File: config.mk
export PLATFORM = sky130hd
export DESIGN_NAME = ctd_core_timing
export DESIGN_NICKNAME = d
export VERILOG_FILES = /design/src/hdl/ctd_pkg.sv /design/src/hdl/ctd_field_decode.sv /design/src/hdl/ctd_core_timing.sv
export SDC_FILE = /design/constraint.sdc
export NUM_CORES = 1
export LEC_CHECK = 0
export BUFFER_PORTS_ARGS = -buffer_cell sky130_fd_sc_hd__buf_2
export CORE_ASPECT_RATIO = 0.5
export CORE_MARGIN = 2
export CORE_UTILIZATION = 60
export DETAILED_ROUTE_END_ITERATION = 16
export PLACE_DENSITY = 0.78
export SYNTH_ARGS = -nofsm -noshare
export SYNTH_HDL_FRONTEND = slang
export SYNTH_SLANG_ARGS = --single-unit
File: constraint.sdc
create_clock -name SYS_CLK_IN -period 10.3 [get_ports SYS_CLK_IN]
set_input_delay 0.515 -clock SYS_CLK_IN [delete_from_list [all_inputs] [get_ports SYS_CLK_IN]]
set_output_delay 0.515 -clock SYS_CLK_IN [all_outputs]
set_load 0.005 [all_outputs]
File: src/hdl/ctd_pkg.sv
// Shared constants for the core instruction timing and decode block.
package ctd_pkg;
	// Instruction cycle phases.
	localparam int Q_PER_CYCLE = 4;
	localparam logic [1:0] Q_FETCH = 2'h0;
	localparam logic [1:0] Q_READ = 2'h1;
	localparam logic [1:0] Q_CALC = 2'h2;
	localparam logic [1:0] Q_LAST = 2'h3;
	// Widths.
	localparam int INSN_W = 14;
	localparam int FILE_W = 7;
	localparam int DATA_W = 8;
	localparam int PC_W = 15;
	// Field positions inside an instruction word.
	localparam int CLS_HI = 13;
	localparam int CLS_LO = 12;
	localparam int OP_HI = 11;
	localparam int OP_LO = 8;
	localparam int BOP_HI = 11;
	localparam int BOP_LO = 10;
	localparam int DEST_POS = 7;
	localparam int FILE_HI = 6;
	localparam int BIT_HI = 9;
	localparam int BIT_LO = 7;
	localparam int JUMP_POS = 11;
	localparam int LIT_HI = 10;
	localparam int REL_HI = 8;
	localparam int PNUM_POS = 2;
	localparam int MODE_HI = 1;
	// Instruction classes.
	typedef enum logic [1:0]
	{
		CLS_BYTE = 2'b00,
		CLS_BIT = 2'b01,
		CLS_CTRL = 2'b10,
		CLS_LIT = 2'b11
	} ctd_class_e;
	// Byte oriented operations.
	localparam logic [3:0] OP_MOVF = 4'h0;
	localparam logic [3:0] OP_MOVWF = 4'h1;
	localparam logic [3:0] OP_CLRF = 4'h2;
	localparam logic [3:0] OP_ADDWF = 4'h3;
	localparam logic [3:0] OP_ANDWF = 4'h4;
	localparam logic [3:0] OP_IORWF = 4'h5;
	localparam logic [3:0] OP_XORWF = 4'h6;
	localparam logic [3:0] OP_INCF = 4'h7;
	localparam logic [3:0] OP_DECF = 4'h8;
	localparam logic [3:0] OP_COMF = 4'h9;
	localparam logic [3:0] OP_DEC_SKIP_ZERO = 4'hA;
	localparam logic [3:0] OP_INC_SKIP_ZERO = 4'hB;
	// Bit oriented operations.
	localparam logic [1:0] BOP_CLEAR = 2'h0;
	localparam logic [1:0] BOP_SET = 2'h1;
	localparam logic [1:0] BOP_SKIP_CLEAR = 2'h2;
	localparam logic [1:0] BOP_SKIP_SET = 2'h3;
	// Literal and misc operations.
	localparam logic [3:0] OP_MOVLW = 4'h0;
	localparam logic [3:0] OP_RET_LIT = 4'h1;
	localparam logic [3:0] OP_RET = 4'h2;
	localparam logic [3:0] OP_RET_IRQ = 4'h3;
	localparam logic [3:0] OP_CALL_WREG = 4'h4;
	localparam logic [3:0] OP_BRANCH_WREG = 4'h5;
	localparam logic [3:0] OP_BRANCH_REL = 4'h6;
	localparam logic [3:0] OP_MOVE_IND_TO_W = 4'h7;
	localparam logic [3:0] OP_MOVE_W_TO_IND = 4'h8;
	// Addresses of the two indirect access ports.
	localparam logic [6:0] IND_PORT0 = 7'h00;
	localparam logic [6:0] IND_PORT1 = 7'h01;
	// Reset values.
	localparam logic [14:0] RESET_PC = 15'h0000;
	localparam logic [7:0] RESET_W = 8'h00;
	localparam logic [13:0] RESET_INSN = 14'h3FFF;
endpackage

File: src/hdl/ctd_field_decode.sv
// Splits a 14-bit instruction word into its operand fields.
`timescale 1ns/100ps
module ctd_field_decode
(
	// Instruction word.
	input wire logic [13:0] insn_in,
	// Class and operation.
	output logic [1:0] cls_out,
	output logic [3:0] op_out,
	output logic [1:0] bop_out,
	// Operands.
	output logic [6:0] file_adr_out,
	output logic dest_file_out,
	output logic [2:0] bit_pos_out,
	output logic [10:0] lit_out,
	output logic ptr_num_out,
	output logic [1:0] ptr_mode_out,
	// Timing and access classes.
	output logic uses_file_out,
	output logic ptr_step_out,
	output logic indirect_out,
	output logic is_skip_out,
	output logic two_cycle_out
);
	wire is_byte;
	wire is_bit;
	wire is_ctrl;
	wire is_lit;
	wire lit_ind;
	wire lit_two;

	assign cls_out = insn_in[ctd_pkg::CLS_HI:ctd_pkg::CLS_LO];
	assign op_out = insn_in[ctd_pkg::OP_HI:ctd_pkg::OP_LO];
	assign bop_out = insn_in[ctd_pkg::BOP_HI:ctd_pkg::BOP_LO];
	assign is_byte = cls_out == ctd_pkg::CLS_BYTE;
	assign is_bit = cls_out == ctd_pkg::CLS_BIT;
	assign is_ctrl = cls_out == ctd_pkg::CLS_CTRL;
	assign is_lit = cls_out == ctd_pkg::CLS_LIT;
	assign lit_ind = is_lit && (op_out == ctd_pkg::OP_MOVE_IND_TO_W
		|| op_out == ctd_pkg::OP_MOVE_W_TO_IND);
	// Bits outside a field are never looked at.
	assign file_adr_out = lit_ind
		? (insn_in[ctd_pkg::PNUM_POS] ? ctd_pkg::IND_PORT1
		: ctd_pkg::IND_PORT0)
		: insn_in[ctd_pkg::FILE_HI:0];
	assign dest_file_out = is_byte && (insn_in[ctd_pkg::DEST_POS]
		|| op_out == ctd_pkg::OP_MOVWF
		|| op_out == ctd_pkg::OP_CLRF);
	assign bit_pos_out = insn_in[ctd_pkg::BIT_HI:ctd_pkg::BIT_LO];
	assign lit_out = insn_in[ctd_pkg::LIT_HI:0];
	assign ptr_num_out = lit_ind ? insn_in[ctd_pkg::PNUM_POS]
		: file_adr_out == ctd_pkg::IND_PORT1;
	assign ptr_mode_out = lit_ind ? insn_in[ctd_pkg::MODE_HI:0]
		: 2'h0;
	assign ptr_step_out = lit_ind;
	assign uses_file_out = is_byte || is_bit || lit_ind;
	assign indirect_out = uses_file_out
		&& (file_adr_out == ctd_pkg::IND_PORT0
		|| file_adr_out == ctd_pkg::IND_PORT1);
	assign is_skip_out = (is_bit && bop_out[1]) || (is_byte
		&& (op_out == ctd_pkg::OP_DEC_SKIP_ZERO
		|| op_out == ctd_pkg::OP_INC_SKIP_ZERO));
	assign lit_two = is_lit && (op_out == ctd_pkg::OP_RET_LIT
		|| op_out == ctd_pkg::OP_RET || op_out == ctd_pkg::OP_RET_IRQ
		|| op_out == ctd_pkg::OP_CALL_WREG
		|| op_out == ctd_pkg::OP_BRANCH_WREG
		|| op_out == ctd_pkg::OP_BRANCH_REL);
	assign two_cycle_out = is_ctrl || lit_two;
endmodule

File: src/hdl/ctd_core_timing.sv
// Instruction fetch, decode, timing and read-modify-write core.
`timescale 1ns/100ps
module ctd_core_timing
#(
	parameter int STACK_DEPTH = 16
)
(
	// Clock and reset.
	input wire logic SYS_CLK_IN,
	input wire logic RSTN_IN,
	// Program memory.
	output logic [14:0] PM_ADDR_OUT,
	input wire logic [13:0] PM_DATA_IN,
	// Register file.
	output logic [6:0] RF_ADDR_OUT,
	output logic RF_RD_OUT,
	input wire logic [7:0] RF_RDATA_IN,
	output logic RF_WR_OUT,
	output logic [7:0] RF_WDATA_OUT,
	// Indirect pointers.
	input wire logic [1:0] PTR_IN_PROG_IN,
	output logic PTR_NUM_OUT,
	output logic [1:0] PTR_MODE_OUT,
	output logic PTR_STEP_OUT,
	// Status.
	output logic [1:0] QPHASE_OUT,
	output logic INSN_START_OUT,
	output logic STALL_OUT,
	output logic [7:0] W_OUT
);
	localparam int SP_W = $clog2(STACK_DEPTH);

	logic [1:0] q;
	logic [1:0] extra;
	logic [13:0] ir;
	logic [14:0] pc;
	logic [7:0] wreg;
	logic [7:0] res;
	logic [SP_W-1:0] sp;
	logic [14:0] stack [STACK_DEPTH];
	logic [7:0] alu;
	logic alu_wr_w;
	logic alu_wr_f;

	wire [1:0] cls;
	wire [3:0] op;
	wire [1:0] bop;
	wire [6:0] file_adr;
	wire dest_file;
	wire [2:0] bit_pos;
	wire [10:0] lit;
	wire ptr_num;
	wire [1:0] ptr_mode;
	wire uses_file;
	wire ptr_step;
	wire indirect;
	wire is_skip;
	wire two_cycle;
	wire exec;
	wire last_q;
	wire skip_taken;
	wire prog_extra;
	wire [1:0] next_extra;
	wire [7:0] bit_mask;
	wire [14:0] pc_inc;
	wire [14:0] pc_rel;
	wire [14:0] next_pc;
	wire is_lit;
	wire is_ctrl;
	wire do_call;
	wire do_ret;
	wire [SP_W-1:0] sp_pop;

	// Field split of the current word.
	ctd_field_decode u_decode
	(
		.insn_in(ir),
		.cls_out(cls),
		.op_out(op),
		.bop_out(bop),
		.file_adr_out(file_adr),
		.dest_file_out(dest_file),
		.bit_pos_out(bit_pos),
		.lit_out(lit),
		.ptr_num_out(ptr_num),
		.ptr_mode_out(ptr_mode),
		.uses_file_out(uses_file),
		.ptr_step_out(ptr_step),
		.indirect_out(indirect),
		.is_skip_out(is_skip),
		.two_cycle_out(two_cycle)
	);

	assign exec = extra == 2'h0;
	assign last_q = q == ctd_pkg::Q_LAST;
	assign is_lit = cls == ctd_pkg::CLS_LIT;
	assign is_ctrl = cls == ctd_pkg::CLS_CTRL;
	assign bit_mask = 8'h01 << bit_pos;
	assign skip_taken = is_skip && ((cls == ctd_pkg::CLS_BIT)
		? (bop[0] == |(res & bit_mask)) : res == 8'h00);
	assign prog_extra = indirect && PTR_IN_PROG_IN[ptr_num];
	// Skips count two when taken, and a pointer into program memory adds one
	// more; the rest of the two-cycle class always counts two.
	assign next_extra = {1'b0, two_cycle || skip_taken}
		+ {1'b0, prog_extra};
	assign pc_inc = pc + 15'h0001;
	assign pc_rel = pc_inc + {{6{lit[ctd_pkg::REL_HI]}},
		lit[ctd_pkg::REL_HI:0]};
	assign do_call = (is_ctrl && !ir[ctd_pkg::JUMP_POS])
		|| (is_lit && op == ctd_pkg::OP_CALL_WREG);
	assign do_ret = is_lit && (op == ctd_pkg::OP_RET_LIT
		|| op == ctd_pkg::OP_RET || op == ctd_pkg::OP_RET_IRQ);
	assign sp_pop = sp - {{(SP_W-1){1'b0}}, 1'b1};
	assign next_pc = do_ret ? stack[sp_pop]
		: is_ctrl ? {pc[14:11], lit}
		: (is_lit && op == ctd_pkg::OP_CALL_WREG)
		? {pc[14:8], wreg}
		: (is_lit && op == ctd_pkg::OP_BRANCH_WREG)
		? pc_inc + {7'h00, wreg}
		: (is_lit && op == ctd_pkg::OP_BRANCH_REL) ? pc_rel
		: skip_taken ? pc_inc + 15'h0001 : pc_inc;

	// Result of the modify step and where it goes.
	always_comb
	begin
		alu = RF_RDATA_IN;
		alu_wr_w = 1'b0;
		alu_wr_f = 1'b0;
		if (cls == ctd_pkg::CLS_BYTE)
		begin
			alu_wr_w = !dest_file;
			alu_wr_f = dest_file;
			case (op)
				ctd_pkg::OP_MOVF: alu = RF_RDATA_IN;
				ctd_pkg::OP_MOVWF: alu = wreg;
				ctd_pkg::OP_CLRF: alu = 8'h00;
				ctd_pkg::OP_ADDWF: alu = RF_RDATA_IN + wreg;
				ctd_pkg::OP_ANDWF: alu = RF_RDATA_IN & wreg;
				ctd_pkg::OP_IORWF: alu = RF_RDATA_IN | wreg;
				ctd_pkg::OP_XORWF: alu = RF_RDATA_IN ^ wreg;
				ctd_pkg::OP_INCF: alu = RF_RDATA_IN + 8'h01;
				ctd_pkg::OP_DECF: alu = RF_RDATA_IN - 8'h01;
				ctd_pkg::OP_COMF: alu = ~RF_RDATA_IN;
				ctd_pkg::OP_DEC_SKIP_ZERO: alu = RF_RDATA_IN - 8'h01;
				ctd_pkg::OP_INC_SKIP_ZERO: alu = RF_RDATA_IN + 8'h01;
				default:
				begin
					alu_wr_w = 1'b0;
					alu_wr_f = 1'b0;
				end
			endcase
		end
		else if (cls == ctd_pkg::CLS_BIT)
		begin
			alu_wr_f = !bop[1];
			// Bit tests keep the word as read so that the skip sees it.
			alu = bop[1] ? RF_RDATA_IN
				: bop[0] ? (RF_RDATA_IN | bit_mask)
				: (RF_RDATA_IN & ~bit_mask);
		end
		else if (is_lit && op == ctd_pkg::OP_MOVE_IND_TO_W)
		begin
			alu_wr_w = 1'b1;
		end
		else if (is_lit && op == ctd_pkg::OP_MOVE_W_TO_IND)
		begin
			alu = wreg;
			alu_wr_f = 1'b1;
		end
	end

	// Four oscillator clocks per instruction cycle.
	always_ff @(posedge SYS_CLK_IN or negedge RSTN_IN)
	begin
		if (!RSTN_IN)
			q <= ctd_pkg::Q_FETCH;
		else
			q <= q + 2'h1;
	end

	// Fetch at the first phase of a new instruction.
	always_ff @(posedge SYS_CLK_IN or negedge RSTN_IN)
	begin
		if (!RSTN_IN)
			ir <= ctd_pkg::RESET_INSN;
		else if (exec && q == ctd_pkg::Q_FETCH)
			ir <= PM_DATA_IN;
	end

	// Cycles still owed by the current instruction.
	always_ff @(posedge SYS_CLK_IN or negedge RSTN_IN)
	begin
		if (!RSTN_IN)
			extra <= 2'h0;
		else if (last_q && exec)
			extra <= next_extra;
		else if (last_q)
			extra <= extra - 2'h1;
	end

	// Modified value, held for the write phase.
	always_ff @(posedge SYS_CLK_IN or negedge RSTN_IN)
	begin
		if (!RSTN_IN)
			res <= 8'h00;
		else if (exec && q == ctd_pkg::Q_CALC)
			res <= alu;
	end

	// Working register update.
	always_ff @(posedge SYS_CLK_IN or negedge RSTN_IN)
	begin
		if (!RSTN_IN)
			wreg <= ctd_pkg::RESET_W;
		else if (exec && last_q && alu_wr_w)
			wreg <= res;
		else if (exec && last_q && is_lit
			&& (op == ctd_pkg::OP_MOVLW || op == ctd_pkg::OP_RET_LIT))
			wreg <= lit[7:0];
	end

	// Program counter and return stack.
	always_ff @(posedge SYS_CLK_IN or negedge RSTN_IN)
	begin
		if (!RSTN_IN)
		begin
			pc <= ctd_pkg::RESET_PC;
			sp <= '0;
		end
		else if (exec && last_q)
		begin
			pc <= next_pc;
			if (do_call)
				sp <= sp + {{(SP_W-1){1'b0}}, 1'b1};
			else if (do_ret)
				sp <= sp_pop;
		end
	end

	always_ff @(posedge SYS_CLK_IN)
	begin
		if (exec && last_q && do_call)
			stack[sp] <= pc_inc;
	end

	// Every file operand is read before it is written.
	assign RF_RD_OUT = exec && uses_file && q == ctd_pkg::Q_READ;
	assign RF_WR_OUT = exec && alu_wr_f && last_q;
	assign RF_WDATA_OUT = res;
	assign RF_ADDR_OUT = file_adr;
	assign PM_ADDR_OUT = pc;
	assign PTR_NUM_OUT = ptr_num;
	assign PTR_MODE_OUT = ptr_mode;
	assign PTR_STEP_OUT = exec && ptr_step && last_q;
	assign QPHASE_OUT = q;
	assign INSN_START_OUT = exec && q == ctd_pkg::Q_FETCH;
	assign STALL_OUT = !exec;
	assign W_OUT = wreg;
endmodule

==> key figures, run 1 <==
Outcome
  • Run status: complete, no violations

Synthesis
  • Synth warn: 0
  • Count of state elements after synthesis: 293
  • Synth async-reset ratio: a little under a fifth
  • Syn Nets: about 1300
  • Number of synthesized flops with an enable pin: between 200 and 250
  • Avg Inst Size Synth: 13.0 µm²
  • Post-synth cell types: 80
  • Seq/Total Area, Yosys: between 50% and 60%
  • Post-synth top flop: edfxtp_1
  • Syn Std Cell Area: between 0.015 and 0.02 mm²
  • Synth Instances: about 1200

Drt
  • Routed vias/inst: about 7
  • Detailed Routing Iterations Pass 1: 8
  • Antenna Nets Post-Route: 0
  • DR vias: about 11000
  • DR WL/cell: around 28 µm
  • Iteration-0 DRC Markers: 1634
  • Routed WL: approximately 45000 µm
  • Drt drc: 0

Timing
  • Slew @ Worst Pin: between 1 and 1.5 ns
  • Fin crit share: approximately 45%
  • Slew margin rel.: 15.3%
  • Max-slew violations: 0
  • Min Clock Period, post-route: between 4 and 5 ns
  • RSZ-0062 raised after global routing: false
  • F_max: 214 MHz
  • Worst Hold Slack: roughly 0.098 ns
  • Final count of hold timing violations: 0
  • Setup tns final: 0 ns
  • Clk_skew: ~0.018 ns
  • Setup violations, final: 0

Critical path
  • Worst Path Max Fanout: 18
  • Highest-delay cell along the critical path: xor2_1
  • Critical path's top delay family: simple AND/OR/NAND/NOR gates
  • CP Cell Sequence: ha_1 > nand3_1 > nor3_1 > and3_1 > xor2_1 > ha_1 > a211o_1 > a311oi_1 > o21ai_0 > or4b_1 > nand3_1
  • Crit path required time: approximately 11 ns
  • Largest stage delay on the critical path: between 0.9 and 1 ns
  • Worst setup EP type: flip-flop
  • Buffer and inverter count on the worst path: 0
  • Startpoint Class: flip-flop
  • Setup CP Type: flip-flop to flip-flop
  • Critical path arrival: around 5.2 ns

Final layout
  • Area grow syn2layout: 10.8%
  • Ant. Diodes: 0
  • Fillers: roughly 1800
  • Nets: about 1300
  • Layout cell share with drive strength beyond 1: between 20% and 30%

GRT
  • Pin count of the biggest net entering global routing: 63
  • GRT Residual Overflow: 0
  • Initial antenna violation count: 1
  • GRT Util Overall: between 30% and 40%
  • First-pass GRT wire length: between 60000 and 70000 µm
  • Vias in the first global route: 11100

Clock tree
  • Root Driver: clkbuf_16
  • H-tree Lvls: 1
  • CTS Hold Bufs: 0
  • Resize count post-CTS: 0
  • TritonCTS clock tree: done
  • CTS sink cnt: between 200 and 300
  • Post-CTS setup buffers: 0
  • Reg clk slew, reported paths: around 0.070 ns
  • TritonCTS Buffers: 26
  • Clk_lat worst skew: 0.58 ns
  • CTS Buffer Depth: 3

Floorplanning
  • Row Count: 41
  • DIE AREA: roughly 0.027 mm²
  • Chip Height: approximately 120 µm
  • Placeable Area: approximately 0.025 mm²
  • Starting Density: a little over 60%
  • Width of the chip: 231 µm
  • I/O pin cnt: 74

Run
  • Max-Cap Viols: 0

Power and ir drop
  • PD cells: ~320 mW/mm²
  • Maximum VDD drop: roughly 140 µV
  • Leak: around 6.2 nW

Placement
  • PortBufs: 73
  • RePlAce Congestion: 0.980
  • Placed wire-length estimate: roughly 28000 µm

Worst hold path
  • Worst hold path type: primary input to async pin
[layout make-up]
cell class | instances | area (µm²) | share of cell area, %
clock buffer | 27 | 654 | 3.83
clock inverter | 21 | 190 | 1.11
inverter | 47 | 176 | 1.03
multi-input combinational | 781 | 6430 | 37.7
sequential | 293 | 8550 | 50.1
tap | 344 | 430 | 2.52
timing repair buffer | 109 | 636 | 3.72
[cells by family after synthesis]
kind of cell,share of synthesized area [%]
multiplexers,12.9
AO/OA/AOI/OAI,11.9
AND/OR/NAND/NOR,9.16
buffers and inverters,2.99
flip-flops,55.5
adder cells (fa/ha/maj),5.02
XOR/XNOR,2.50
[report_power, final]
part / switching [mW] / internal, mW
clock network: 0.475 / 0.501
registers: 0.341 / 1.57
logic: 1.53 / 1.09
total: 2.35 / 3.16
[cell usage in the layout, fill, tap and decap left out, types with 15 or more instances in the layout]
cell type	count
buf_2	73
nand3_1	25
nand2_1	94
inv_1	46
nor3_1	17
xnor2_1	30
dfrtp_1	38
o22ai_1	19
mux2i_1	26
nor2_1	74
a21oi_1	63
o21ai_0	60
a211oi_1	15
ha_1	56
mux4_2	70
clkbuf_16	26
edfxtp_1	240
buf_4	36
[final timing paths]
check / startpoint / end / slack (ns) / cells after the start
worst max-delay path: PM_ADDR_OUT[0] / PM_ADDR_OUT[14] / 5.63 / 11
worst min-delay path: RSTN_IN / W_OUT[1] / 0.1 / 2
worst max register to register: PM_ADDR_OUT[0] / PM_ADDR_OUT[14] / 5.63 / 11
worst min register to register: extra[1] / extra[1] / 0.54 / 2
max in group asynchronous: RSTN_IN / sp[0] / 9.63 / 2
min in group SYS_CLK_IN: PM_DATA_IN[11] / ir[11] / 0.16 / 3
[worst register-to-register path: cells and delay by family, from the launching register on]
family / cells / cell delay, ns
compound gates: 3 / 0.70
simple gates: 5 / 1.54
fa+ha+maj: 2 / 0.81
flops: 1 / 0.57
xor+xnor: 1 / 0.98
[flip-flops by register name, indices dropped and copies added (netlist names)]
signal and flops:
ir 14, RF_WDATA_OUT 8, extra 2, PM_ADDR_OUT 15
QPHASE_OUT 2, W_OUT 8, stack 240, sp 4
[synthesized netlist by cell type (11+ instances only)]
cell      number  area [µm²]
o22ai_1       19         119
xor2_1        12         105
nor3_1        21         105
nand3_1       25         125
mux2_2        14         158
ha_1          57         713
mux4_2        70        1580
clkbuf_1      37         139
edfxtp_1     240        7210
inv_1         46         173
mux2i_1       26         260
dfrtp_1       39         976
a211oi_1      15         113
xnor2_1       32         280
nor2b_1       12        75.1
nor2_1        74         278
dfstp_2       14         368
o21ai_0       60         300
a21oi_1       63         315
buf_2         20         100
nand4_1       11        68.8
nand2b_1      12        75.1
nand2_1       94         353
[stage by stage]
| step | total power [mW] | area (µm²) | util [%] | setup WS, ns | std cells |
|---|---|---|---|---|---|
| after floorplan | 3.64 | 15400 | - | 6.35 | 1185 |
| after global placement | 4.37 | 16200 | 64.3 | 6.04 | 1574 |
| after detailed placement | 4.46 | 16200 | 64.3 | 5.80 | 1574 |
| after CTS | 5.45 | 17100 | 67.7 | 5.72 | 1622 |
| after global routing | 5.76 | 17100 | 67.7 | 5.26 | 1622 |
| final | 5.51 | 17100 | 67.7 | 5.63 | 1622 |
[metal layers]
layer	global-route usage, %	up-vias	wire (µm)
li1	-	4751	-
met1	45.1	5534	17100
met2	54.5	787	21300
met3	7.03	169	4510
met4	13.7	0	2100
met5	0	-	0
Note: power is estimated with default switching activity, not from simulation.
==> inputs of run 2 (changes only) <==
==> constraint.sdc (replaced) <==
create_clock -name SYS_CLK_IN -period 4.5 [get_ports SYS_CLK_IN]
set_input_delay 0.225 -clock SYS_CLK_IN [delete_from_list [all_inputs] [get_ports SYS_CLK_IN]]
set_output_delay 0.225 -clock SYS_CLK_IN [all_outputs]
set_load 0.005 [all_outputs]
==> key figures, run 2 (same netlist as run 1, synthesis figures left out) <==
Final layout
  • Reg with most FFs: stack (unchanged)
  • Layout cell share with drive strength beyond 1: 22.6% (was 21.8%)
  • Largest register FFs: 240 (unchanged)
  • Ant. Diodes: 0 (unchanged)
  • Area grow syn2layout: 13.7% (was 10.8%)
  • Leading cell types in the layout, fill and taps excluded: edfxtp_1 (240), nand2_1 (94), nor2_1 (74) (unchanged)
  • Nets: 1382 (was 1344)
  • Most common cell after layout, fill and taps aside: edfxtp_1 (unchanged)

Floorplanning
  • I/O pin cnt: 74 (unchanged)
  • Placeable Area: 0.0252 mm² (unchanged)
  • Width of the chip: 231 µm (unchanged)
  • Chip Height: 117 µm (unchanged)
  • DIE AREA: 0.0271 mm² (unchanged)
  • Row Count: 41 (unchanged)
  • Starting Density: 61.0% (unchanged)

Power and ir drop
  • PD cells: 745 mW/mm² (was 322 mW/mm²)
  • Power share of the clock group: 19.1% (was 17.7%)
  • Combinational power share: 48.3% (was 47.6%)
  • Switching share of power: 41.6% (was 42.6%)
  • Sequential share of power: 32.6% (was 34.7%)
  • Internal Power: 7.63 mW (was 3.16 mW)
  • Leak: 6.47 nW (was 6.22 nW)
  • Maximum VDD drop: 389 µV (was 138 µV)
  • Psw: 5.43 mW (was 2.35 mW)

Critical path
  • Critical path arrival: 4.43 ns (was 5.18 ns)
  • Setup slack, reg-to-reg: 0.52 ns (was 5.63 ns)
  • FF-to-FF End: PM_ADDR_OUT[13] (was PM_ADDR_OUT[14])
  • R2R Path Start: PM_ADDR_OUT[1] (was PM_ADDR_OUT[0])
  • CP Launch Point: PM_ADDR_OUT[1] (was PM_ADDR_OUT[0])
  • Register-to-Register Path Depth: 13 (was 11)
  • Worst Path Max Fanout: 18 (unchanged)
  • Startpoint Class: flip-flop (unchanged)
  • Setup CP Type: flip-flop to flip-flop (unchanged)
  • Worst setup EP type: flip-flop (unchanged)
  • Crit path required time: 4.95 ns (was 10.80 ns)

Clock tree
  • H-tree Lvls: 1 (unchanged)
  • Root Driver: clkbuf_16 (unchanged)
  • Reg clk slew, reported paths: 0.08 ns (was 0.07 ns)
  • TritonCTS clock tree: done (unchanged)
  • CTS sink cnt: 293 (unchanged)
  • Resize count post-CTS: 0 (unchanged)
  • Clk_lat worst skew: 0.58 ns (about the same)
  • CTS Buffer Depth: 3 (unchanged)
  • TritonCTS Buffers: 26 (unchanged)

GRT
  • GRT Residual Overflow: 0 (unchanged)
  • Vias in the first global route: 11100 (about the same)
  • Initial antenna violation count: 1 (unchanged)
  • First-pass GRT wire length: 68700 µm (was 67900 µm)
  • Pin count of the biggest net entering global routing: 54 (was 63)
  • GRT Util Overall: 34.2% (was 33.7%)

Timing
  • Final count of hold timing violations: 0 (unchanged)
  • Clk_skew: 0.0217 ns (was 0.0175 ns)
  • Fin crit share: 88.5% (was 45.4%)
  • Max-slew violations: 0 (unchanged)
  • Min Clock Period, post-route: 3.98 ns (was 4.67 ns)
  • Worst Hold Slack: 0.0973 ns (was 0.0979 ns)
  • Slew @ Worst Pin: 1.08 ns (was 1.27 ns)
  • Slew margin rel.: 27.5% (was 15.3%)
  • Setup tns final: 0 ns (unchanged)
  • Setup violations, final: 0 (unchanged)
  • RSZ-0062 raised after global routing: false (unchanged)
  • F_max: 251 MHz (was 214 MHz)

Worst hold path
  • HP Start: RF_RDATA_IN[7]
  • Hold path depth: 3
  • Worst hold path type: primary input to flip-flop (was primary input to async pin)
  • WHS Endpoint: RF_WDATA_OUT[7]

Drt
  • DR vias: 11400 (was 11200)
  • Routed vias/inst: 6.87 (was 6.93)
  • Iteration-0 DRC Markers: 1838 (was 1634)
  • DR WL/cell: 27.6 µm (was 27.8 µm)
  • Routed WL: 45800 µm (was 45000 µm)
  • Antenna Nets Post-Route: 0 (unchanged)
  • Drt drc: 0 (unchanged)
  • Detailed Routing Iterations Pass 1: 6 (was 8)

Placement
  • PortBufs: 73 (unchanged)
  • RePlAce Congestion: 0.985 (was 0.980)
  • Placed wire-length estimate: 29600 µm (was 28400 µm)

Run
  • Max-Cap Viols: 0 (unchanged)

Outcome
  • Run status: complete, no violations (unchanged)
## run 2: changes by cell type in the layout (fill, tap and decap cells not counted), moves of 2 or more
cell	previous run	this run
inv_6	3	0
clkinv_1	2	5
dlygate4sd3_1	0	15
bufinv_16	1	6
clkinv_4	4	0
clkinvlp_4	4	0
buf_4	36	57
buf_12	0	2
clkinv_2	6	8
## run 2: layout make-up
type	instances	area, µm²
Timing Repair Buffer	147	983
Clock buffer	27	654
Fill cell	1735	7710
Sequential cell	293	8550
Multi-Input combinational cell	781	6430
Tap cell	344	430
Clock inverter	21	293
Inverter	47	176
## run 2: worst max path at each step
stage                      end  slack, ns  depth (start not counted)
2_1_floorplan  PM_ADDR_OUT[14]       0.55                         12
3_3_place_gp   RF_WDATA_OUT[6]       0.72                         15
3_5_place_dp   PM_ADDR_OUT[13]       0.66                         13
4_1_cts        PM_ADDR_OUT[13]       0.62                         13
5_1_grt        PM_ADDR_OUT[13]       0.21                         13
6_report       PM_ADDR_OUT[13]       0.52                         13
## run 2: layer usage
| layer | global-route usage [%] | wire [µm] | share of wire (%) |
|---|---|---|---|
| met5 | 0 | 0 | 0 |
| met1 | 47.9 | 17800 | 39 |
| met4 | 13.3 | 1800 | 3.9 |
| met3 | 7.03 | 5020 | 11 |
| met2 | 53.1 | 21200 | 46 |
## run 2: worst max-delay path, stage by stage (launching register included)
cell and delay [ns]:
dfrtp_1 0.52, ha_1 0.34, nand3_1 0.31, nor2_1 0.22, xnor2_1 0.23, inv_1 0.36, ha_1 0.47, o2111a_1 0.20
o21ai_0 0.14, a21boi_0 0.39, nand4_1 0.15, o41ai_1 0.07, o21ai_0 0.20, a41o_1 0.26
## run 2: stage by stage
stage | total power, mW | instance area [µm²] | util, % | cells | setup WS (ns)
after floorplan | 8.33 | 15400 | - | 1185 | 0.548
after global placement | 10.3 | 16400 | 65.1 | 1597 | 0.720
after detailed placement | 10.4 | 16400 | 65.1 | 1597 | 0.658
after CTS | 12.9 | 17500 | 69.4 | 1660 | 0.623
after global routing | 13.7 | 17500 | 69.4 | 1660 | 0.210
final | 13.1 | 17500 | 69.4 | 1660 | 0.518
## run 2: what timing repair did
action / 4_1_cts / 5_1_grt
hold buffers: 15 / 0
buffers inserted: 0 / 0
hold endpoints to repair: 53 / 0
## run 2: power by group through the flow
| stage | Combinational (mW) | Sequential (mW) | Clock (mW) |
|---|---|---|---|
| final | 6.31 | 4.26 | 2.49 |
| after global routing | 6.75 | 4.29 | 2.61 |
| after CTS | 6.20 | 4.23 | 2.50 |
| after detailed placement | 6.11 | 4.28 | 0 |
| after global placement | 5.99 | 4.27 | 0 |
| after floorplan | 4.44 | 3.89 | 0 |
==> inputs of run 3 (changes only) <==
==> constraint.sdc (replaced) <==
create_clock -name SYS_CLK_IN -period 4.18 [get_ports SYS_CLK_IN]
set_input_delay 0.209 -clock SYS_CLK_IN [delete_from_list [all_inputs] [get_ports SYS_CLK_IN]]
set_output_delay 0.209 -clock SYS_CLK_IN [all_outputs]
set_load 0.005 [all_outputs]
==> key figures, run 3 (same netlist as run 1, synthesis figures left out) <==
Timing
  • Setup tns final: 0 ns (unchanged)
  • RSZ-0062 raised after global routing: false (unchanged)
  • Max-slew violations: 0 (unchanged)
  • Slew @ Worst Pin: 0.731 ns (was 1.08 ns)
  • F_max: 261 MHz (was 251 MHz)
  • Slew margin rel.: 51.3% (was 27.5%)
  • Final count of hold timing violations: 0 (unchanged)
  • Fin crit share: 91.5% (was 88.5%)
  • Setup violations, final: 0 (unchanged)
  • Clk_skew: 0.0210 ns (was 0.0217 ns)
  • Min Clock Period, post-route: 3.83 ns (was 3.98 ns)

Critical path
  • Startpoint Class: flip-flop (unchanged)
  • Worst setup EP type: flip-flop (unchanged)
  • CP Launch Point: ir[11] (was PM_ADDR_OUT[1])
  • Largest stage delay on the critical path: 0.65 ns (was 0.52 ns)
  • CP Cell Sequence: inv_1 > nor2_4 > a21oi_1 > o21ai_0 > ha_1 > inv_1 > fa_1 > inv_1 > a21oi_1 > o21bai_1 > a21o_1 > a21oi_1 > xnor2_1 > a2111oi_0 > o31ai_1 (was ha_1 > nand3_1 > nor2_1 > xnor2_1 > inv_1 > ha_1 > o2111a_1 > o21ai_0 > a21boi_0 > nand4_1 > o41ai_1 > o21ai_0 > a41o_1)
  • Crit path required time: 4.62 ns (was 4.95 ns)
  • Buffer and inverter count on the worst path: 3 (was 1)
  • Critical path's top delay family: compound AO/OA/AOI/OAI gates (unchanged)
  • Setup CP Type: flip-flop to flip-flop (unchanged)
  • Highest-delay cell along the critical path: dfstp_2 (was dfrtp_1)
  • Critical path arrival: 4.26 ns (was 4.43 ns)
  • Worst Path Max Fanout: 11 (was 18)
  • R2R Path Start: ir[11] (was PM_ADDR_OUT[1])

Power and ir drop
  • Power consumption: 13.9 mW (was 13.1 mW)
  • Maximum VDD drop: 362 µV (was 389 µV)
  • PD cells: 791 mW/mm² (was 745 mW/mm²)
  • Leak: 6.48 nW (was 6.47 nW)

Floorplanning
  • Chip Height: 117 µm (unchanged)
  • Placeable Area: 0.0252 mm² (unchanged)
  • DIE AREA: 0.0271 mm² (unchanged)
  • Width of the chip: 231 µm (unchanged)
  • Row Count: 41 (unchanged)
  • Starting Density: 61.0% (unchanged)
  • I/O pin cnt: 74 (unchanged)

Final layout
  • Area grow syn2layout: 13.9% (was 13.7%)
  • Ant. Diodes: 0 (unchanged)
  • Most common cell after layout, fill and taps aside: edfxtp_1 (unchanged)
  • Layout cell share with drive strength beyond 1: 22.9% (was 22.6%)
  • Leading cell types in the layout, fill and taps excluded: edfxtp_1 (240), nand2_1 (94), nor2_1 (74) (unchanged)
  • Reg with most FFs: stack (unchanged)
  • Fillers: 1732 (was 1735)
  • Largest register FFs: 240 (unchanged)
  • Nets: 1395 (was 1382)

Worst hold path
  • HP Start: RF_RDATA_IN[7] (unchanged)
  • Worst hold path type: primary input to flip-flop (unchanged)

Clock tree
  • TritonCTS Buffers: 26 (unchanged)
  • Reg clk slew, reported paths: 0.08 ns (about the same)
  • TritonCTS clock tree: done (unchanged)
  • H-tree Lvls: 1 (unchanged)
  • Root Driver: clkbuf_16 (unchanged)
  • CTS Buffer Depth: 3 (unchanged)
  • Post-CTS setup buffers: 0 (unchanged)
  • Clk_lat worst skew: 0.57 ns (was 0.58 ns)
  • CTS sink cnt: 293 (unchanged)

Drt
  • Routed vias/inst: 6.81 (was 6.87)
  • Routed WL: 45900 µm (was 45800 µm)
  • DR WL/cell: 27.5 µm (was 27.6 µm)
  • Detailed Routing Iterations Pass 1: 6 (unchanged)
  • Antenna Nets Post-Route: 0 (unchanged)
  • DR vias: 11400 (about the same)
  • Drt drc: 0 (unchanged)
  • Iteration-0 DRC Markers: 1727 (was 1838)

GRT
  • GRT Util Overall: 34.5% (was 34.2%)
  • Pin count of the biggest net entering global routing: 66 (was 54)
  • GRT Residual Overflow: 0 (unchanged)
  • First-pass GRT wire length: 69800 µm (was 68700 µm)
  • Initial antenna violation count: 1 (unchanged)
  • Vias in the first global route: 11200 (was 11100)

Outcome
  • Run status: complete, no violations (unchanged)

Placement
  • Placed wire-length estimate: 29900 µm (was 29600 µm)
  • RePlAce Congestion: 1.03 (was 0.985)
  • PortBufs: 73 (unchanged)

Run
  • Max-Cap Viols: 0 (unchanged)
run 3: power by group:
group,switching [mW],internal (mW),leakage [nW]
Clock,1.11,1.30,0.410
Combinational,4.07,2.89,3.27
Sequential,0.659,3.86,2.80
Total,5.84,8.04,6.48
run 3: per-stage QoR:
step                      setup slack (ns)  area (µm²)  hold WS, ns  util [%]  instances
after floorplan                      0.228       15400      -0.0866         -       1185
after global placement               0.354       16500        0.387      65.5       1610
after detailed placement             0.328       16500        0.397      65.5       1610
after CTS                            0.320       17500       0.0592      69.5       1673
after global routing                0.0458       17500        0.123      69.5       1673
final                                0.355       17500       0.0767      69.5       1673
run 3: final timing paths:
| check | end | slack (ns) | depth (start not counted) |
|---|---|---|---|
| setup reg to reg | RF_WDATA_OUT[6] | 0.35 | 15 |
| setup / recovery | RF_WDATA_OUT[6] | 0.35 | 15 |
| hold / removal | RF_WDATA_OUT[7] | 0.08 | 3 |
| hold reg to reg | extra[1] | 0.53 | 2 |
| min in group asynchronous | RF_WDATA_OUT[5] | 0.31 | 3 |
| max in group asynchronous | sp[0] | 3.30 | 3 |
run 3: final cells by class:
type | count | area, µm² | area share, %
Timing Repair Buffer | 160 | 1090 | 6.23
Tap cell | 344 | 430 | 2.45
Clock buffer | 31 | 679 | 3.87
Multi-Input combinational cell | 781 | 6440 | 36.7
Clock inverter | 17 | 173 | 0.984
Sequential cell | 293 | 8550 | 48.8
Inverter | 47 | 176 | 1.01
run 3: per-layer routing:
layer / track usage (%) / vias to the layer above / routed length [µm]
li1: - / 4848 / -
met1: 49.8 / 5619 / 18500
met2: 51.7 / 788 / 20700
met3: 7.68 / 142 / 4920
met4: 13.1 / 0 / 1860
met5: 0 / - / 0
run 3: what timing repair did:
item | in CTS | in global routing
hold endpoints to repair | 53 | 0
resized for setup | 0 | 1
hold buffers | 15 | 0
setup endpoints to repair | 0 | 2
run 3: tightest hold or removal path, delay by kind of cell:
family,cells,cell delay (ns)
AO/OA/AOI/OAI,2,0.26
buffers and inverters,1,0.13
